<file path="config.mk">
export PLATFORM = sky130hd
export DESIGN_NAME = srb_receiver
export DESIGN_NICKNAME = d
export VERILOG_FILES = /design/src/verilog/srb_pkg.sv /design/src/verilog/srb_baud_gen.sv /design/src/verilog/srb_receiver.sv
export SDC_FILE = /design/constraint.sdc
export NUM_CORES = 1
export LEC_CHECK = 0
export BUFFER_PORTS_ARGS = -buffer_cell sky130_fd_sc_hd__buf_2
export CAP_MARGIN = 20
export CORE_UTILIZATION = 55
export CTS_BUF_LIST = sky130_fd_sc_hd__clkbuf_16
export DETAILED_ROUTE_END_ITERATION = 7
export PLACE_DENSITY = 0.72
export SLEW_MARGIN = 20
export SYNTH_ARGS = -nofsm -noshare
export SYNTH_HDL_FRONTEND = slang
export SYNTH_SLANG_ARGS = --single-unit
</file>
<file path="constraint.sdc">
create_clock -name clk -period 5.5 [get_ports clk]
set_input_delay 0.825 -clock clk [delete_from_list [all_inputs] [get_ports clk]]
set_output_delay 0.825 -clock clk [all_outputs]
set_load 0.05 [all_outputs]
</file>
<file path="src/verilog/srb_pkg.sv">
// Shared constants and types of the serial receiver and baud generator
package srb_pkg;

  // ****************************************
  // Register map
  // ****************************************
  localparam int ADDR_W = 3;
  localparam int DATA_W = 8;
  localparam logic [2:0] OFF_RCS = 3'h0;
  localparam logic [2:0] OFF_BAUD = 3'h1;
  localparam logic [2:0] OFF_DIV_LO = 3'h2;
  localparam logic [2:0] OFF_DIV_HI = 3'h3;
  localparam logic [2:0] OFF_TCS = 3'h4;
  localparam logic [2:0] OFF_RXBUF = 3'h5;

  // ****************************************
  // Field positions
  // ****************************************
  localparam int RCS_PORT_EN = 7;
  localparam int RCS_RX9 = 6;
  localparam int RCS_SINGLE_RECEIVE_ENABLE = 5;
  localparam int RCS_CONTINUOUS_RECEIVE_ENABLE = 4;
  localparam int RCS_ADDRESS_DETECT_ENABLE = 3;
  localparam int RCS_FRAMING_ERROR_FLAG = 2;
  localparam int RCS_OVERRUN_ERROR_FLAG = 1;
  localparam int RCS_NINTH = 0;
  localparam int BAUD_ROLL = 7;
  localparam int BAUD_IDLE = 6;
  localparam int BAUD_POL = 4;
  localparam int BAUD_WIDE = 3;
  localparam int BAUD_WUE = 1;
  localparam int BAUD_AUTOBAUD_ENABLE = 0;
  localparam int TCS_MASTER = 7;
  localparam int TCS_SYNC = 4;
  localparam int TCS_HIGH_RATE_SELECT = 2;

  // ****************************************
  // Reset values
  // ****************************************
  localparam logic [7:0] DIV_RESET = 8'h00;
  localparam logic [7:0] RXBUF_RESET = 8'h00;
  localparam logic IDLE_RESET = 1'b1;

  // ****************************************
  // Timing
  // ****************************************
  // Ticks per bit as a power of two: 64, 16, 4
  localparam logic [2:0] LOG_TPB_SLOW = 3'h6;
  localparam logic [2:0] LOG_TPB_MID = 3'h4;
  localparam logic [2:0] LOG_TPB_FAST = 3'h2;
  // Measured span of the sync field is eight bits
  localparam logic [4:0] ABD_SPAN_LOG = 5'h3;
  localparam logic [2:0] ABD_LAST_EDGE = 3'h4;
  localparam int ABD_CNT_W = 26;
  // Synchronous clock: two ticks per half period
  localparam logic SYNC_HALF_LAST = 1'b1;
  localparam logic [3:0] LAST_BIT_8 = 4'h7;
  localparam logic [3:0] LAST_BIT_9 = 4'h8;

  typedef enum logic [2:0] {
    ST_IDLE = 3'b000,
    ST_START = 3'b001,
    ST_DATA = 3'b010,
    ST_STOP = 3'b011,
    ST_SYNC = 3'b100,
    ST_ABD = 3'b101
  } srb_state_e;

endpackage

</file>
<file path="src/verilog/srb_baud_gen.sv">
// Free-running baud timer with 8- or 16-bit reload
module srb_baud_gen #(
  parameter int DIV_W = 16
) (
  // Clock and reset
  input wire logic clk,
  input wire logic rst,
  // Control
  input wire logic run,
  input wire logic restart,
  input wire logic wide,
  input wire logic [DIV_W-1:0] divisor,
  // Rate
  output logic tick
);
  localparam int BYTE_W = 8;

  logic [DIV_W-1:0] count_reg;
  logic tick_reg;
  wire logic [DIV_W-1:0] limit;
  wire logic wrap;

  // Narrow mode ignores the high byte
  assign limit = wide ? divisor : {{(DIV_W-BYTE_W){1'b0}}, divisor[BYTE_W-1:0]};
  assign wrap = (count_reg >= limit);

  always_ff @(posedge clk or posedge rst) begin
    if (rst) begin
      count_reg <= '0;
      tick_reg <= 1'b0;
    end else if (restart || !run) begin
      count_reg <= '0;
      tick_reg <= 1'b0;
    end else if (wrap) begin
      count_reg <= '0;
      tick_reg <= 1'b1;
    end else begin
      count_reg <= count_reg + 1'b1;
      tick_reg <= 1'b0;
    end
  end

  assign tick = tick_reg;

endmodule

</file>
<file path="src/verilog/srb_receiver.sv">
// Serial receiver control, status and baud generation
// How it works
// - Port enable low holds port in reset; high makes pins serial pins.
// - Ninth-bit enable picks 9-bit or 8-bit reception.
// - Single receive takes one word as sync master, then self-clears.
// - Continuous enable runs async receiver; in sync it outranks single.
// - Address detect drops 9-bit async words with ninth bit clear.
// - Framing error flag changes only when a word is loaded or the port is disabled.
// - Overrun flag sets on overrun, clears when continuous enable clears.
// - Received ninth bit is readable; parity is firmware's job.
// - Rollover during auto-baud sets a flag only software clears.
// - Idle flag reads one when no reception runs; resets to one.
// - Clock polarity sets the sync clock idle level.
// - Wide select uses both divisor bytes, else only low byte.
// - Wake-up flags a falling edge, self-clears on next rising edge.
// - Auto-baud measures the 55h field, then clears its enable.
// - Unimplemented baud control bits read zero.
// - Baud timer free-runs with period from the divisor pair.
// - Sync mode ignores high rate select.
// - Bit time is divisor plus one times 64, 16 or 4 clocks.
// - Divisor writes restart the baud timer at once.
// - Receive level is a three-sample majority vote.
// - High rate select in transmit control applies to async only.
//
// The register offsets and the plain strobed port were decided locally.
module srb_receiver (
  // Clock and reset
  input wire logic clk,
  input wire logic rst,
  // Register port
  input wire logic [srb_pkg::ADDR_W-1:0] reg_addr,
  input wire logic [srb_pkg::DATA_W-1:0] reg_wdata,
  input wire logic reg_wr,
  input wire logic reg_rd,
  output logic [srb_pkg::DATA_W-1:0] reg_rdata,
  // Pins
  input wire logic receive_data_pin_in,
  input wire logic transmit_clock_pin_in,
  output logic transmit_clock_pin_out,
  output logic transmit_clock_pin_oe,
  // Events
  output logic rx_word_ready,
  output logic wakeup_pulse
);
  import srb_pkg::*;

  // ****************************************
  // Declarations
  // ****************************************
  logic port_en_reg, rx9_reg, single_receive_enable_reg, continuous_receive_enable_reg, address_detect_enable_reg;
  logic framing_error_flag_reg, overrun_error_flag_reg, ninth_reg;
  logic rollover_reg, polarity_reg, wide_reg, wue_reg, autobaud_enable_reg;
  logic master_reg, sync_reg, high_rate_select_reg;
  logic [7:0] div_lo_reg, div_hi_reg, rxbuf_reg, rdata_reg;
  logic buf_full_reg, rx_idle_reg, wake_pulse_reg, ck_oe_reg, wake_seen_reg;
  logic rx_meta_reg, rx_sync_reg, rx_vote_reg, rx_prev_reg;
  logic [1:0] rx_hist_reg;
  logic ck_meta_reg, ck_sync_reg, ck_prev_reg;
  srb_state_e state_reg, state_next;
  logic [6:0] tick_cnt_reg, tick_cnt_next;
  logic [3:0] bit_cnt_reg, bit_cnt_next;
  logic [8:0] shift_reg, shift_next;
  logic half_cnt_reg, half_cnt_next;
  logic ck_out_reg, ck_out_next;
  logic [ABD_CNT_W-1:0] abd_cnt_reg, abd_cnt_next;
  logic [2:0] edge_cnt_reg, edge_cnt_next;
  logic done, done_framing_error_flag, abd_finish, abd_over;

  wire logic wr_rcs, wr_baud, wr_lo, wr_hi, wr_tcs, rd_buf;
  wire logic async_en, async_go, sync_go, abd_go;
  wire logic rx_fall, rx_rise, ck_edge, brg_tick, sync_sample;
  wire logic wake_arm, wake_fall, wake_rise;
  wire logic [2:0] log_tpb;
  wire logic [6:0] tpb_last, half_last;
  wire logic [3:0] last_bit;
  wire logic [4:0] abd_shift, abd_top;
  wire logic [15:0] abd_div;
  wire logic [8:0] word9;
  wire logic accept, load, overrun, single_receive_enable_clr;
  wire logic [7:0] rcs_rd, baud_rd, tcs_rd, rd_mux;

  // ****************************************
  // Decode and mode selection
  // ****************************************
  assign wr_rcs = reg_wr && (reg_addr == OFF_RCS);
  assign wr_baud = reg_wr && (reg_addr == OFF_BAUD);
  assign wr_lo = reg_wr && (reg_addr == OFF_DIV_LO);
  assign wr_hi = reg_wr && (reg_addr == OFF_DIV_HI);
  assign wr_tcs = reg_wr && (reg_addr == OFF_TCS);
  assign rd_buf = reg_rd && (reg_addr == OFF_RXBUF);

  assign async_en = port_en_reg && !sync_reg;
  assign async_go = async_en && continuous_receive_enable_reg && !overrun_error_flag_reg && !wue_reg && !autobaud_enable_reg;
  // Continuous enable alone, or single enable only as master
  assign sync_go = port_en_reg && sync_reg && !overrun_error_flag_reg
                   && (continuous_receive_enable_reg || (single_receive_enable_reg && master_reg));
  assign abd_go = async_en && autobaud_enable_reg && !wue_reg;

  // High rate select only matters in async mode
  assign log_tpb = (wide_reg && high_rate_select_reg) ? LOG_TPB_FAST :
                   (!wide_reg && !high_rate_select_reg) ? LOG_TPB_SLOW : LOG_TPB_MID;
  assign tpb_last = 7'((7'h01 << log_tpb) - 7'h01);
  assign half_last = 7'((7'h01 << (log_tpb - 3'h1)) - 7'h01);
  assign last_bit = rx9_reg ? LAST_BIT_9 : LAST_BIT_8;
  assign abd_shift = 5'(log_tpb) + ABD_SPAN_LOG;
  assign abd_top = abd_shift + 5'h10;
  assign abd_div = 16'((abd_cnt_reg >> abd_shift) - 26'h1);

  assign rx_fall = rx_prev_reg && !rx_vote_reg;
  assign rx_rise = !rx_prev_reg && rx_vote_reg;
  assign ck_edge = ck_sync_reg != ck_prev_reg;
  // Sample on the clock edge that returns to idle
  assign sync_sample = (state_reg == ST_SYNC) && (master_reg
                       ? (brg_tick && half_cnt_reg == SYNC_HALF_LAST
                          && ck_out_reg != polarity_reg)
                       : (ck_edge && ck_sync_reg == polarity_reg));

  assign wake_arm = async_en && wue_reg;
  assign wake_fall = wake_arm && !wake_seen_reg && rx_fall;
  assign wake_rise = wake_arm && wake_seen_reg && rx_rise;

  assign word9 = rx9_reg ? shift_next : {1'b0, shift_next[8:1]};
  assign accept = done && !(rx9_reg && address_detect_enable_reg && !sync_reg && !word9[8]);
  assign load = accept && (!buf_full_reg || rd_buf);
  assign overrun = accept && !load;
  assign single_receive_enable_clr = done && sync_reg && !continuous_receive_enable_reg;

  // ****************************************
  // Baud timer
  // ****************************************
  srb_baud_gen #(
    .DIV_W(16)
  ) u_baud (
    .clk(clk),
    .rst(rst),
    .run(port_en_reg),
    .restart(wr_lo || wr_hi || abd_finish),
    .wide(wide_reg),
    .divisor({div_hi_reg, div_lo_reg}),
    .tick(brg_tick)
  );

  // ****************************************
  // Pin synchronisers and majority vote
  // ****************************************
  always_ff @(posedge clk or posedge rst) begin
    if (rst) begin
      rx_meta_reg <= 1'b1;
      rx_sync_reg <= 1'b1;
      rx_hist_reg <= 2'h3;
      rx_vote_reg <= 1'b1;
      rx_prev_reg <= 1'b1;
      ck_meta_reg <= 1'b0;
      ck_sync_reg <= 1'b0;
      ck_prev_reg <= 1'b0;
    end else begin
      rx_meta_reg <= receive_data_pin_in;
      rx_sync_reg <= rx_meta_reg;
      rx_hist_reg <= {rx_hist_reg[0], rx_sync_reg};
      rx_vote_reg <= (rx_sync_reg & rx_hist_reg[0]) | (rx_sync_reg & rx_hist_reg[1])
                     | (rx_hist_reg[0] & rx_hist_reg[1]);
      rx_prev_reg <= rx_vote_reg;
      ck_meta_reg <= transmit_clock_pin_in;
      ck_sync_reg <= ck_meta_reg;
      ck_prev_reg <= ck_sync_reg;
    end
  end

  // ****************************************
  // Receive state machine
  // ****************************************
  always_comb begin
    state_next = state_reg;
    tick_cnt_next = tick_cnt_reg;
    bit_cnt_next = bit_cnt_reg;
    shift_next = shift_reg;
    half_cnt_next = half_cnt_reg;
    ck_out_next = ck_out_reg;
    abd_cnt_next = abd_cnt_reg;
    edge_cnt_next = edge_cnt_reg;
    done = 1'b0;
    done_framing_error_flag = 1'b0;
    abd_finish = 1'b0;
    abd_over = 1'b0;
    unique case (state_reg)
      ST_IDLE: begin
        tick_cnt_next = 7'h00;
        bit_cnt_next = 4'h0;
        half_cnt_next = 1'b0;
        ck_out_next = polarity_reg;
        abd_cnt_next = '0;
        edge_cnt_next = 3'h0;
        if (abd_go) begin
          state_next = ST_ABD;
        end else if (async_go && rx_fall) begin
          state_next = ST_START;
        end else if (sync_go) begin
          state_next = ST_SYNC;
        end
      end
      ST_START: begin
        if (brg_tick) begin
          if (tick_cnt_reg == half_last) begin
            tick_cnt_next = 7'h00;
            // A start that is gone by mid-bit was a glitch
            state_next = rx_vote_reg ? ST_IDLE : ST_DATA;
          end else begin
            tick_cnt_next = tick_cnt_reg + 7'h01;
          end
        end
      end
      ST_DATA: begin
        if (brg_tick) begin
          if (tick_cnt_reg == tpb_last) begin
            tick_cnt_next = 7'h00;
            shift_next = {rx_vote_reg, shift_reg[8:1]};
            bit_cnt_next = bit_cnt_reg + 4'h1;
            if (bit_cnt_reg == last_bit) begin
              state_next = ST_STOP;
            end
          end else begin
            tick_cnt_next = tick_cnt_reg + 7'h01;
          end
        end
      end
      ST_STOP: begin
        if (brg_tick) begin
          if (tick_cnt_reg == tpb_last) begin
            done = 1'b1;
            done_framing_error_flag = !rx_vote_reg;
            state_next = ST_IDLE;
          end else begin
            tick_cnt_next = tick_cnt_reg + 7'h01;
          end
        end
      end
      ST_SYNC: begin
        if (!sync_go) begin
          state_next = ST_IDLE;
          ck_out_next = polarity_reg;
        end else begin
          if (master_reg && brg_tick) begin
            half_cnt_next = !half_cnt_reg;
            if (half_cnt_reg == SYNC_HALF_LAST) begin
              ck_out_next = !ck_out_reg;
            end
          end
          if (sync_sample) begin
            shift_next = {rx_vote_reg, shift_reg[8:1]};
            bit_cnt_next = bit_cnt_reg + 4'h1;
            if (bit_cnt_reg == last_bit) begin
              done = 1'b1;
              bit_cnt_next = 4'h0;
              if (!continuous_receive_enable_reg) begin
                state_next = ST_IDLE;
              end
            end
          end
        end
      end
      ST_ABD: begin
        if (!abd_go) begin
          state_next = ST_IDLE;
        end else if (abd_cnt_reg[abd_top]) begin
          abd_over = 1'b1;
          state_next = ST_IDLE;
        end else begin
          if (edge_cnt_reg != 3'h0) begin
            abd_cnt_next = abd_cnt_reg + 1'b1;
          end
          // Fifth falling edge of 55h closes eight bit times
          if (rx_fall) begin
            if (edge_cnt_reg == ABD_LAST_EDGE) begin
              abd_finish = 1'b1;
              state_next = ST_IDLE;
            end else begin
              edge_cnt_next = edge_cnt_reg + 3'h1;
            end
          end
        end
      end
      default: begin
        state_next = ST_IDLE;
      end
    endcase
    if (!port_en_reg) begin
      state_next = ST_IDLE;
    end
  end

  always_ff @(posedge clk or posedge rst) begin
    if (rst) begin
      state_reg <= ST_IDLE;
      tick_cnt_reg <= 7'h00;
      bit_cnt_reg <= 4'h0;
      shift_reg <= 9'h000;
      half_cnt_reg <= 1'b0;
      ck_out_reg <= 1'b0;
      abd_cnt_reg <= '0;
      edge_cnt_reg <= 3'h0;
      rx_idle_reg <= IDLE_RESET;
    end else begin
      state_reg <= state_next;
      tick_cnt_reg <= tick_cnt_next;
      bit_cnt_reg <= bit_cnt_next;
      shift_reg <= shift_next;
      half_cnt_reg <= half_cnt_next;
      ck_out_reg <= ck_out_next;
      abd_cnt_reg <= abd_cnt_next;
      edge_cnt_reg <= edge_cnt_next;
      rx_idle_reg <= (state_next == ST_IDLE);
    end
  end

  // ****************************************
  // Receive control and status
  // ****************************************
  always_ff @(posedge clk or posedge rst) begin
    if (rst) begin
      {port_en_reg, rx9_reg, single_receive_enable_reg, continuous_receive_enable_reg, address_detect_enable_reg} <= 5'h00;
    end else if (wr_rcs) begin
      port_en_reg <= reg_wdata[RCS_PORT_EN];
      rx9_reg <= reg_wdata[RCS_RX9];
      single_receive_enable_reg <= reg_wdata[RCS_SINGLE_RECEIVE_ENABLE];
      continuous_receive_enable_reg <= reg_wdata[RCS_CONTINUOUS_RECEIVE_ENABLE];
      address_detect_enable_reg <= reg_wdata[RCS_ADDRESS_DETECT_ENABLE];
    end else if (single_receive_enable_clr) begin
      single_receive_enable_reg <= 1'b0;
    end
  end

  always_ff @(posedge clk or posedge rst) begin
    if (rst) begin
      framing_error_flag_reg <= 1'b0;
      ninth_reg <= 1'b0;
      overrun_error_flag_reg <= 1'b0;
      rxbuf_reg <= RXBUF_RESET;
      buf_full_reg <= 1'b0;
    end else begin
      if (!port_en_reg) begin
        framing_error_flag_reg <= 1'b0;
      end else if (load) begin
        framing_error_flag_reg <= done_framing_error_flag;
        ninth_reg <= word9[8];
        rxbuf_reg <= word9[7:0];
      end
      if (overrun) begin
        overrun_error_flag_reg <= 1'b1;
      end else if (!port_en_reg || (wr_rcs && !reg_wdata[RCS_CONTINUOUS_RECEIVE_ENABLE])) begin
        overrun_error_flag_reg <= 1'b0;
      end
      if (load) begin
        buf_full_reg <= 1'b1;
      end else if (rd_buf || !port_en_reg) begin
        buf_full_reg <= 1'b0;
      end
    end
  end

  // ****************************************
  // Baud control, mode and divisor
  // ****************************************
  always_ff @(posedge clk or posedge rst) begin
    if (rst) begin
      {rollover_reg, polarity_reg, wide_reg, wue_reg, autobaud_enable_reg} <= 5'h00;
      {master_reg, sync_reg, high_rate_select_reg} <= 3'h0;
    end else begin
      if (abd_over) begin
        rollover_reg <= 1'b1;
      end else if (wr_baud && !reg_wdata[BAUD_ROLL]) begin
        rollover_reg <= 1'b0;
      end
      if (wr_baud) begin
        polarity_reg <= reg_wdata[BAUD_POL];
        wide_reg <= reg_wdata[BAUD_WIDE];
        wue_reg <= reg_wdata[BAUD_WUE];
        autobaud_enable_reg <= reg_wdata[BAUD_AUTOBAUD_ENABLE];
      end else begin
        if (wake_rise) begin
          wue_reg <= 1'b0;
        end
        if (abd_finish || abd_over) begin
          autobaud_enable_reg <= 1'b0;
        end
      end
      if (wr_tcs) begin
        master_reg <= reg_wdata[TCS_MASTER];
        sync_reg <= reg_wdata[TCS_SYNC];
        high_rate_select_reg <= reg_wdata[TCS_HIGH_RATE_SELECT];
      end
    end
  end

  always_ff @(posedge clk or posedge rst) begin
    if (rst) begin
      div_lo_reg <= DIV_RESET;
      div_hi_reg <= DIV_RESET;
    end else if (abd_finish) begin
      div_lo_reg <= abd_div[7:0];
      div_hi_reg <= abd_div[15:8];
    end else begin
      if (wr_lo) begin
        div_lo_reg <= reg_wdata;
      end
      if (wr_hi) begin
        div_hi_reg <= reg_wdata;
      end
    end
  end

  // ****************************************
  // Wake-up, pins and read data
  // ****************************************
  always_ff @(posedge clk or posedge rst) begin
    if (rst) begin
      wake_seen_reg <= 1'b0;
      wake_pulse_reg <= 1'b0;
      ck_oe_reg <= 1'b0;
      rdata_reg <= 8'h00;
    end else begin
      wake_seen_reg <= wake_arm && (wake_seen_reg ? !wake_rise : wake_fall);
      wake_pulse_reg <= wake_fall;
      ck_oe_reg <= port_en_reg && sync_reg && master_reg;
      rdata_reg <= reg_rd ? rd_mux : 8'h00;
    end
  end

  assign rcs_rd = {port_en_reg, rx9_reg, single_receive_enable_reg, continuous_receive_enable_reg, address_detect_enable_reg,
                   framing_error_flag_reg, overrun_error_flag_reg, ninth_reg};
  assign baud_rd = {rollover_reg, rx_idle_reg, 1'b0, polarity_reg, wide_reg,
                    1'b0, wue_reg, autobaud_enable_reg};
  assign tcs_rd = {master_reg, 2'h0, sync_reg, 1'b0, high_rate_select_reg, 2'h0};
  assign rd_mux = (reg_addr == OFF_RCS) ? rcs_rd :
                  (reg_addr == OFF_BAUD) ? baud_rd :
                  (reg_addr == OFF_DIV_LO) ? div_lo_reg :
                  (reg_addr == OFF_DIV_HI) ? div_hi_reg :
                  (reg_addr == OFF_TCS) ? tcs_rd :
                  (reg_addr == OFF_RXBUF) ? rxbuf_reg : 8'h00;

  assign reg_rdata = rdata_reg;
  assign transmit_clock_pin_out = ck_out_reg;
  assign transmit_clock_pin_oe = ck_oe_reg;
  assign rx_word_ready = buf_full_reg;
  assign wakeup_pulse = wake_pulse_reg;

endmodule

</file>
==> summary.json, run 1 <==
{
  "route": {
    "vias": 6145,
    "post-route-drc-count": 0,
    "ant_nets": 0,
    "initialDrtViolationCount": 354,
    "drt-pass1-iter-count": 5,
    "routedWlPerCell_um": 17.2,
    "drt-total-wl_um": 17500,
    "via_per_inst": 6.02
  },
  "cells_and_area": {
    "finish.net_count": 872,
    "fin_cells": 1021,
    "largest_register_ff_count": 26,
    "antennaDiodeCount": 0,
    "areaGrowthSynthToFinish_pct": 10.9,
    "filler_cell_count": 1125,
    "ff_latch_area_mm2": 0.00334,
    "drive_above_1_share_pct": 16.1,
    "multi_input_gate_area_in_the_final_layout_mm2": 0.00432
  },
  "timing": {
    "final.setup_skew_ns": 0.00848,
    "post-route-period-util_pct": 70.5,
    "layout_setup_ws_ns": 1.62,
    "max_slew.worst_pin.slew_ns": 1.02,
    "rsz_0062_raised_after_global_routing": "false",
    "worst_case_headroom_to_the_max_slew_limit_pct": 31.9,
    "hold_violations": 0,
    "setup_tns_ns": 0,
    "finalMaxSlewViolations": 0,
    "finalSetupViolations": 0,
    "max_freq_ghz": 0.258,
    "finalCriticalPeriod_ns": 3.88
  },
  "clocking": {
    "number_of_buffers_created_by_cts": 17,
    "cts_tree": "done",
    "worst_setup_hold_path_clk_slew_ns": 0.06,
    "ctsResizeCount": 0,
    "cts.htree.levels": 4,
    "cts_hold_repair.buffers": 0,
    "cts.sink_count": 133,
    "cts_setup_buffers": 0,
    "cts.root.buffer_cell": "sky130_fd_sc_hd__clkbuf_16",
    "cts.path.max_buffers": 2,
    "worstSkewPairLatency_ns": 0.42
  },
  "pwr": {
    "switchingPower_uw": 847,
    "pwr-share-comb_pct": 18.0,
    "p_int_uw": 1960,
    "pwr_density_cell_mw_per_mm2": 319,
    "power.ir.vdd_worst_mv": 0.235,
    "portion_of_total_power_attributed_to_the_clock_network_pct": 41.2,
    "sequentialPowerShare_pct": 40.8,
    "switching_share_pct": 30.2,
    "power.static_leakage_uw": 0.00385
  },
  "grt": {
    "grt_antenna_before_repair": 0,
    "met2_usage_pct": 41.3,
    "vias_in_the_first_global_route": 5878,
    "grt_util_met3_pct": 5.90,
    "use_met1_pct": 33.9,
    "grt_most_used_layer": "met2",
    "grt_pass1_wl_um": 29400,
    "globalRouteTotalUtil_pct": 25.4,
    "grt_start_max_net_pins": 76,
    "overflow": 0
  },
  "worst_setup_path": {
    "cpLargestDelayFamily": "compound AO/OA/AOI/OAI gates",
    "data_required_critical_path_ns": 5.80,
    "critical_path_class": "reg -> reg",
    "critical_path.slowest_cell": "sky130_fd_sc_hd__ha_1",
    "setup.worst_path.start_class": "register",
    "crit_end_category": "register",
    "worstPathArrival_ns": 4.18,
    "critPathMaxStageDelay_ns": 0.97,
    "crit_buf_inv": 1,
    "timing.critical_path.cells": "inv_1, ha_1, mux2i_1, o21ai_1, a211oi_2, o2111ai_1, nor3_1, xnor2_1, nor2_1",
    "crit_path_max_fanout": 22
  },
  "synth": {
    "synth_top_cells_by_area": "sky130_fd_sc_hd__dfrtp_1, sky130_fd_sc_hd__nor2_1, sky130_fd_sc_hd__ha_1",
    "synth_top_area_share_pct": 39.8,
    "post_synth_num_cell_types": 81,
    "synth_enable_flop_cells": 0,
    "synth_fp_nets": 851,
    "synth-warning-count": 0,
    "postSynthAreaPerCell_um2": 9.82,
    "synth_top_area_cell": "sky130_fd_sc_hd__dfrtp_1",
    "synth_flop_cell": "sky130_fd_sc_hd__dfrtp_1",
    "synthesis.area_mm2": 0.00792,
    "synth-async-reset-ratio_pct": 100,
    "ys_ff_latch": 133,
    "synth_seq_area_share_pct": 42.1,
    "post_synth_inst_count": 807
  },
  "floorplanning": {
    "die_y_um": 122,
    "placement_row_count": 43,
    "die_area_mm2": 0.0149,
    "number_of_ports_placed_on_the_die_boundary": 29,
    "fp.coreArea_mm2": 0.0140,
    "starting_density_of_the_core_pct": 56.6,
    "die_x_um": 122
  },
  "placed_design": {
    "port_buffers": 28,
    "place_worst_setup_slack_ns": 1.63,
    "routability_cong": 0.838,
    "dp.cells": 989,
    "place.detailed.hpwl_um": 12600
  },
  "outcome": {
    "status": "completed"
  },
  "worst_hold_path": {
    "min_path_type": "reg -> reg"
  },
  "job": {
    "max-cap-violations": 0
  }
}
-- cells in the mapped netlist, types with 3 or more instances --
library cell,n
sky130_fd_sc_hd__dfrtp_1,126
sky130_fd_sc_hd__nor2_1,97
sky130_fd_sc_hd__nand2_1,73
sky130_fd_sc_hd__o21ai_0,47
sky130_fd_sc_hd__a21oi_1,38
sky130_fd_sc_hd__inv_1,34
sky130_fd_sc_hd__xor2_1,31
sky130_fd_sc_hd__ha_1,27
sky130_fd_sc_hd__mux2_2,26
sky130_fd_sc_hd__nand3_1,25
sky130_fd_sc_hd__clkbuf_1,22
sky130_fd_sc_hd__xnor2_1,21
sky130_fd_sc_hd__nor3_1,17
sky130_fd_sc_hd__mux2i_1,15
sky130_fd_sc_hd__mux4_2,15
sky130_fd_sc_hd__and3_1,13
sky130_fd_sc_hd__nand4_1,12
sky130_fd_sc_hd__nand2b_1,10
sky130_fd_sc_hd__nor2b_1,10
sky130_fd_sc_hd__or3_1,10
sky130_fd_sc_hd__a21o_1,7
sky130_fd_sc_hd__dfstp_2,7
sky130_fd_sc_hd__a22oi_1,6
sky130_fd_sc_hd__a31oi_1,6
sky130_fd_sc_hd__nor3b_1,6
sky130_fd_sc_hd__mux2_1,5
sky130_fd_sc_hd__o211ai_1,5
sky130_fd_sc_hd__a211oi_1,4
sky130_fd_sc_hd__nand3b_1,4
sky130_fd_sc_hd__o22ai_1,4
sky130_fd_sc_hd__o31ai_1,4
sky130_fd_sc_hd__and2_1,3
sky130_fd_sc_hd__buf_6,3
sky130_fd_sc_hd__nor3_2,3
sky130_fd_sc_hd__nor4b_1,3
sky130_fd_sc_hd__o211a_1,3
sky130_fd_sc_hd__o21ai_1,3
-- final timing paths --
| kind | slack, ns | depth (start not counted) | to | startpoint |
|---|---|---|---|---|
| max | 1.62 | 9 | abd_cnt_reg[25]$_DFFE_PP0P_ | wide_reg$_DFFE_PP0P_ |
| min | 0.34 | 0 | ck_sync_reg$_DFF_PP0_ | ck_meta_reg$_DFF_PP0_ |
| max reg2reg | 1.62 | 9 | abd_cnt_reg[25]$_DFFE_PP0P_ | wide_reg$_DFFE_PP0P_ |
| min reg2reg | 0.34 | 0 | ck_sync_reg$_DFF_PP0_ | ck_meta_reg$_DFF_PP0_ |
| max in group asynchronous | 3.56 | 3 | div_lo_reg[7]$_DFFE_PP0P_ | rst |
| min in group asynchronous | 0.52 | 2 | ck_prev_reg$_DFF_PP0_ | rst |
-- final cells by class --
class                   instances  share of cell area, %
clock buffers                  17                   4.84
clock inverters                15                   2.05
inverters                      35                   1.52
multi-input cells             609                   49.1
flip-flops and latches        133                   38.0
well taps                     180                   2.56
repair buffers                 32                   1.94
-- routing by layer --
metal	vias up	part of all wire (%)
li1	2952	-
met1	3018	46
met2	149	48
met3	26	4.1
met4	0	1.6
met5	-	0
-- metrics by stage --
stage / hold slack [ns] / cell area, µm² / util, % / power (µW)
floorplan: 0.331 / 7920 / - / 1540
global placement: 0.335 / 8180 / 58.5 / 1640
detailed placement: 0.335 / 8180 / 58.5 / 1670
CTS: 0.343 / 8790 / 62.8 / 2830
global route: 0.353 / 8790 / 62.8 / 2930
finish: 0.343 / 8790 / 62.8 / 2810
-- cell families (layout without fill, tap and decap cells) --
| family | after synthesis | count (layout) | share of synthesized area, % |
|---|---|---|---|
| AOI/OAI and AO/OA | 158 | 158 | 12.9 |
| xor gates and xnor gates | 53 | 53 | 5.95 |
| adders and majority gates | 28 | 28 | 4.39 |
| buffers and inverters | 65 | 99 | 3.44 |
| DFF | 133 | 133 | 42.1 |
| muxes | 63 | 63 | 11.2 |
| and+or+nand+nor | 307 | 307 | 20.0 |
-- power groups by stage --
| stage | combinational, µW | clock, µW | sequential (µW) |
|---|---|---|---|
| finish | 505 | 1160 | 1150 |
| global route | 557 | 1220 | 1160 |
| CTS | 507 | 1180 | 1140 |
| detailed placement | 504 | 0 | 1160 |
| global placement | 486 | 0 | 1160 |
| floorplan | 398 | 0 | 1140 |
-- cell usage in the layout, fill, tap and decap left out, types with 12 or more instances in the layout --
| master | count |
|---|---|
| sky130_fd_sc_hd__nand2_1 | 73 |
| sky130_fd_sc_hd__mux4_2 | 15 |
| sky130_fd_sc_hd__xor2_1 | 31 |
| sky130_fd_sc_hd__nand3_1 | 25 |
| sky130_fd_sc_hd__inv_1 | 33 |
| sky130_fd_sc_hd__buf_2 | 28 |
| sky130_fd_sc_hd__mux2i_1 | 15 |
| sky130_fd_sc_hd__ha_1 | 27 |
| sky130_fd_sc_hd__xnor2_1 | 21 |
| sky130_fd_sc_hd__nor3_1 | 16 |
| sky130_fd_sc_hd__a21oi_1 | 38 |
| sky130_fd_sc_hd__o21ai_0 | 47 |
| sky130_fd_sc_hd__dfrtp_1 | 126 |
| sky130_fd_sc_hd__nor2_1 | 97 |
| sky130_fd_sc_hd__and3_1 | 13 |
| sky130_fd_sc_hd__nand4_1 | 12 |
| sky130_fd_sc_hd__clkbuf_16 | 17 |
| sky130_fd_sc_hd__mux2_2 | 26 |
(Power assumes the default switching activity.)
==> run 2, diff against run 1 <==
--- a/config.mk
+++ b/config.mk
@@ -5,6 +5,7 @@
 export SDC_FILE = /design/constraint.sdc
 export NUM_CORES = 1
 export LEC_CHECK = 0
+export ABC_AREA = 1
 export BUFFER_PORTS_ARGS = -buffer_cell sky130_fd_sc_hd__buf_2
 export CAP_MARGIN = 20
 export CORE_UTILIZATION = 55
==> constraint.sdc (replaced) <==
create_clock -name clk -period 4 [get_ports clk]
set_input_delay 0.6 -clock clk [delete_from_list [all_inputs] [get_ports clk]]
set_output_delay 0.6 -clock clk [all_outputs]
set_load 0.05 [all_outputs]
==> run 2 against run 1 <==
Net effect:
- count of clock-buffer cells in the layout stayed put
- combinational power is 150% higher
- die area is 9.9% higher
- cell count is 39% higher
- clock power is 42% higher
- non-clock buffer count is 1 lower
- sequential share of layout area is 3.2 points lower
- largest power group unchanged
- worst setup slack worse by 0.74 ns
- highest routed layer unchanged
- maximum frequency is 24% higher
- via count is 28% higher
- core utilization is 0.22 points lower
- power is 61% higher
==> summary.json, run 2 <==
{
  "synth": {
    "synth_top_area_cell": {"value": "sky130_fd_sc_hd__dfrtp_1", "change": "unchanged"},
    "synth-warning-count": {"value": 0, "change": "unchanged"},
    "ys_ff_latch": {"value": 133, "change": "unchanged"},
    "synth_top_cells_by_area": {"value": "sky130_fd_sc_hd__dfrtp_1, sky130_fd_sc_hd__nand2_1, sky130_fd_sc_hd__inv_1", "change": "was sky130_fd_sc_hd__dfrtp_1, sky130_fd_sc_hd__nor2_1, sky130_fd_sc_hd__ha_1"},
    "post_synth_inst_count": {"value": 1179, "change": "was 807"},
    "synth_fp_nets": {"value": 1223, "change": "was 851"},
    "synth_common_cells": {"value": "sky130_fd_sc_hd__nand2_1, sky130_fd_sc_hd__inv_1, sky130_fd_sc_hd__dfrtp_1, sky130_fd_sc_hd__nand3_1, sky130_fd_sc_hd__nor2_1", "change": "was sky130_fd_sc_hd__dfrtp_1, sky130_fd_sc_hd__nor2_1, sky130_fd_sc_hd__nand2_1, sky130_fd_sc_hd__o21ai_0, sky130_fd_sc_hd__a21oi_1"},
    "synth_seq_area_share": {"value": 38.3, "unit": "%", "change": "was 42.1%"},
    "synth_enable_flop_cells": {"value": 0, "change": "unchanged"},
    "synth_flop_cell": {"value": "sky130_fd_sc_hd__dfrtp_1", "change": "unchanged"},
    "postSynthAreaPerCell": {"value": 7.40, "unit": "µm²", "change": "was 9.82 µm²"},
    "post-synth-top-count-cell": {"value": "sky130_fd_sc_hd__nand2_1", "change": "was sky130_fd_sc_hd__dfrtp_1"},
    "synth_top_area_share": {"value": 36.2, "unit": "%", "change": "was 39.8%"},
    "post_synth_num_cell_types": {"value": 56, "change": "was 81"},
    "synth-async-reset-ratio": {"value": 100, "unit": "%", "change": "unchanged"},
    "synthesis.area": {"value": 0.00872, "unit": "mm²", "change": "was 0.00792 mm²"}
  },
  "clocking": {
    "worst_setup_hold_path_clk_slew": {"value": 0.06, "unit": "ns", "change": "about the same"},
    "ctsResizeCount": {"value": 0, "change": "unchanged"},
    "cts.sink_count": {"value": 133, "change": "unchanged"},
    "cts_setup_buffers": {"value": 0, "change": "unchanged"},
    "cts.root.buffer_cell": {"value": "sky130_fd_sc_hd__clkbuf_16", "change": "unchanged"},
    "worstSkewPairLatency": {"value": 0.43, "unit": "ns", "change": "was 0.42 ns"},
    "number_of_buffers_created_by_cts": {"value": 17, "change": "unchanged"},
    "cts_tree": {"value": "done", "change": "unchanged"},
    "cts_hold_repair.buffers": {"value": 0, "change": "unchanged"},
    "cts.path.max_buffers": {"value": 2, "change": "unchanged"},
    "cts.htree.levels": {"value": 4, "change": "unchanged"}
  },
  "timing": {
    "layout_setup_ws": {"value": 0.876, "unit": "ns", "change": "was 1.62 ns"},
    "final.setup_skew": {"value": 0.00876, "unit": "ns", "change": "was 0.00848 ns"},
    "worst_case_headroom_to_the_max_slew_limit": {"value": 39.8, "unit": "%", "change": "was 31.9%"},
    "post-route-period-util": {"value": 78.1, "unit": "%", "change": "was 70.5%"},
    "hold_violations": {"value": 0, "change": "unchanged"},
    "finalCriticalPeriod": {"value": 3.12, "unit": "ns", "change": "was 3.88 ns"},
    "max_freq": {"value": 0.320, "unit": "GHz", "change": "was 0.258 GHz"},
    "rsz_0062_raised_after_global_routing": {"value": "false", "change": "unchanged"},
    "max_slew.worst_pin.slew": {"value": 0.896, "unit": "ns", "change": "was 1.02 ns"},
    "finalMaxSlewViolations": {"value": 0, "change": "unchanged"},
    "finalSetupViolations": {"value": 0, "change": "unchanged"},
    "setup_tns": {"value": 0, "unit": "ns", "change": "unchanged"},
    "fin_hold_ws": {"value": 0.250, "unit": "ns", "change": "was 0.343 ns"}
  },
  "grt": {
    "grt_antenna_before_repair": {"value": 0, "change": "unchanged"},
    "grt_pass1_wl": {"value": 37200, "unit": "µm", "change": "was 29400 µm"},
    "globalRouteTotalUtil": {"value": 29.1, "unit": "%", "change": "was 25.4%"},
    "vias_in_the_first_global_route": {"value": 7497, "change": "was 5878"},
    "grt_start_max_net_pins": {"value": 107, "change": "was 76"},
    "overflow": {"value": 0, "change": "unchanged"}
  },
  "route": {
    "drt-pass1-iter-count": {"value": 7, "change": "was 5"},
    "route.met3.wl": {"value": 1110, "unit": "µm", "change": "was 718 µm"},
    "routedWlPerCell": {"value": 15.3, "unit": "µm", "change": "was 17.2 µm"},
    "route.met2.wl": {"value": 10100, "unit": "µm", "change": "was 8500 µm"},
    "wire_length_the_detailed_router_placed_on_met1": {"value": 10300, "unit": "µm", "change": "was 8050 µm"},
    "initialDrtViolationCount": {"value": 677, "change": "was 354"},
    "vias": {"value": 7877, "change": "was 6145"},
    "post-route-drc-count": {"value": 0, "change": "unchanged"},
    "ant_nets": {"value": 0, "change": "unchanged"},
    "top_layer_used": {"value": "met4", "change": "unchanged"},
    "drt-total-wl": {"value": 21800, "unit": "µm", "change": "was 17500 µm"},
    "via_per_inst": {"value": 5.54, "change": "was 6.02"}
  },
  "cells_and_area": {
    "antennaDiodeCount": {"value": 0, "change": "unchanged"},
    "fin_cells": {"value": 1422, "change": "was 1021"},
    "largest_register_ff_count": {"value": 26, "change": "unchanged"},
    "most_common_cell_after_layout_fill_and_taps_aside": {"value": "sky130_fd_sc_hd__nand2_1", "change": "was sky130_fd_sc_hd__dfrtp_1"},
    "drive_above_1_share": {"value": 11.6, "unit": "%", "change": "was 16.1%"},
    "filler_cell_count": {"value": 1421, "change": "was 1125"},
    "most-common-layout-cells": {"value": "sky130_fd_sc_hd__nand2_1, sky130_fd_sc_hd__inv_1, sky130_fd_sc_hd__dfrtp_1", "change": "was sky130_fd_sc_hd__dfrtp_1, sky130_fd_sc_hd__nor2_1, sky130_fd_sc_hd__nand2_1"},
    "multi_input_gate_area_in_the_final_layout": {"value": 0.00461, "unit": "mm²", "change": "was 0.00432 mm²"},
    "areaGrowthSynthToFinish": {"value": 9.97, "unit": "%", "change": "was 10.9%"},
    "finish.net_count": {"value": 1242, "change": "was 872"},
    "ff_latch_area": {"value": 0.00334, "unit": "mm²", "change": "unchanged"}
  },
  "worst_setup_path": {
    "worstPathArrival": {"value": 3.40, "unit": "ns", "change": "was 4.18 ns"},
    "critical_path_class": {"value": "reg -> reg", "change": "unchanged"},
    "crit_path_max_fanout": {"value": 30, "change": "was 22"},
    "crit_end_category": {"value": "register", "change": "unchanged"},
    "data_required_critical_path": {"value": 4.28, "unit": "ns", "change": "was 5.80 ns"},
    "setup.worst_path.start_class": {"value": "register", "change": "unchanged"}
  },
  "floorplanning": {
    "die_y": {"value": 128, "unit": "µm", "change": "was 122 µm"},
    "fp.coreArea": {"value": 0.0153, "unit": "mm²", "change": "was 0.0140 mm²"},
    "starting_density_of_the_core": {"value": 56.9, "unit": "%", "change": "was 56.6%"},
    "die_area": {"value": 0.0164, "unit": "mm²", "change": "was 0.0149 mm²"},
    "placement_row_count": {"value": 45, "change": "was 43"},
    "die_x": {"value": 128, "unit": "µm", "change": "was 122 µm"},
    "number_of_ports_placed_on_the_die_boundary": {"value": 29, "change": "unchanged"}
  },
  "worst_hold_path": {
    "min_path_type": {"value": "in -> async", "change": "was reg -> reg"}
  },
  "pwr": {
    "power.ir.vdd_worst": {"value": 0.367, "unit": "mV", "change": "was 0.235 mV"},
    "power.static_leakage": {"value": 0.00458, "unit": "µW", "change": "was 0.00385 µW"},
    "pwr_density_cell": {"value": 471, "unit": "mW/mm²", "change": "was 319 mW/mm²"}
  },
  "placed_design": {
    "dp.cells": {"value": 1390, "change": "was 989"},
    "place.detailed.hpwl": {"value": 16200, "unit": "µm", "change": "was 12600 µm"},
    "place_worst_setup_slack": {"value": 0.946, "unit": "ns", "change": "was 1.63 ns"},
    "port_buffers": {"value": 28, "change": "unchanged"},
    "routability_cong": {"value": 0.970, "change": "was 0.838"}
  },
  "outcome": {
    "status": {"value": "completed", "change": "unchanged"}
  },
  "job": {
    "max-cap-violations": {"value": 0, "change": "unchanged"}
  }
}
## run 2: cell types whose count changed after synthesis, sizes merged, moves of 13 or more
| cell | previous run | this run |
|---|---|---|
| and3 | 13 | 0 |
| buf | 8 | 21 |
| inv | 34 | 155 |
| mux2 | 31 | 0 |
| mux2i | 15 | 1 |
| mux4 | 17 | 0 |
| nand2 | 73 | 345 |
| nand3 | 26 | 92 |
| nand4 | 12 | 32 |
| o21ai | 51 | 90 |
| xnor2 | 22 | 9 |
## run 2: area by class of cell
type	instances	area share [%]
sequential	133	34.8
inverter	157	6.18
clock buffer	17	4.44
multi-input combinational	858	48.1
timing repair buffer	31	1.83
clock inverter	15	1.94
tap	211	2.75
## run 2: critical path: stages, from the launching register on
cell and delay (ns):
sky130_fd_sc_hd__dfrtp_1 0.61, sky130_fd_sc_hd__inv_1 0.12, sky130_fd_sc_hd__ha_1 0.29, sky130_fd_sc_hd__buf_4 0.22, sky130_fd_sc_hd__inv_2 0.23, sky130_fd_sc_hd__nand2_1 0.12, sky130_fd_sc_hd__nand3_1 0.09, sky130_fd_sc_hd__o31ai_1 0.07
sky130_fd_sc_hd__nand2_1 0.06, sky130_fd_sc_hd__nand2_1 0.07, sky130_fd_sc_hd__inv_2 0.08, sky130_fd_sc_hd__nand3_2 0.39, sky130_fd_sc_hd__nand2_4 0.29, sky130_fd_sc_hd__inv_2 0.08, sky130_fd_sc_hd__nand3_4 0.16, sky130_fd_sc_hd__nor2_1 0.08
## run 2: per-stage QoR
stage | utilization (%) | cell area (µm²) | power, µW
3_3_place_gp | 58.6 | 8980 | 2850
6_report | 62.6 | 9590 | 4510
5_1_grt | 62.6 | 9590 | 4780
4_1_cts | 62.6 | 9590 | 4520
2_1_floorplan | - | 8720 | 2640
3_5_place_dp | 58.6 | 8980 | 2870
## run 2: path summary, 6_finish.rpt
path	from	to	slack, ns	depth (start not counted)
min reg2reg	rx_meta_reg$_DFF_PP1_	rx_sync_reg$_DFF_PP1_	0.36	0
min	rst	bit_cnt_reg[0]$_DFFE_PP0P_	0.25	2
max in group asynchronous	rst	abd_cnt_reg[3]$_DFFE_PP0P_	2.79	3
max	wide_reg$_DFFE_PP0P_	u_baud.tick$_DFF_PP0_	0.88	15
max reg2reg	wide_reg$_DFFE_PP0P_	u_baud.tick$_DFF_PP0_	0.88	15
min in group clk	receive_data_pin_in	rx_meta_reg$_DFF_PP1_	0.27	1
## run 2: power by group
group          internal [µW]  switching (µW)  total [µW]  leakage, µW
Clock                   1030             620        1650     0.000295
Sequential              1470             131        1600      0.00176
Combinational            369             890        1260      0.00252
## run 2: logic make-up after synthesis
group	Yosys count	share of synthesized area, %
muxes	1	0.258
adders and majority gates	28	3.99
and+or+nand+nor	610	31.6
xor gates and xnor gates	33	3.31
buffers and inverters	188	8.88
AOI/OAI and AO/OA	186	13.6
DFF	133	38.3
## run 2: metal layers
layer	vias up	track usage (%)
met3	29	5.01
li1	3938	-
met5	-	0
met1	3702	40.5
met4	0	8.58
met2	208	46.5
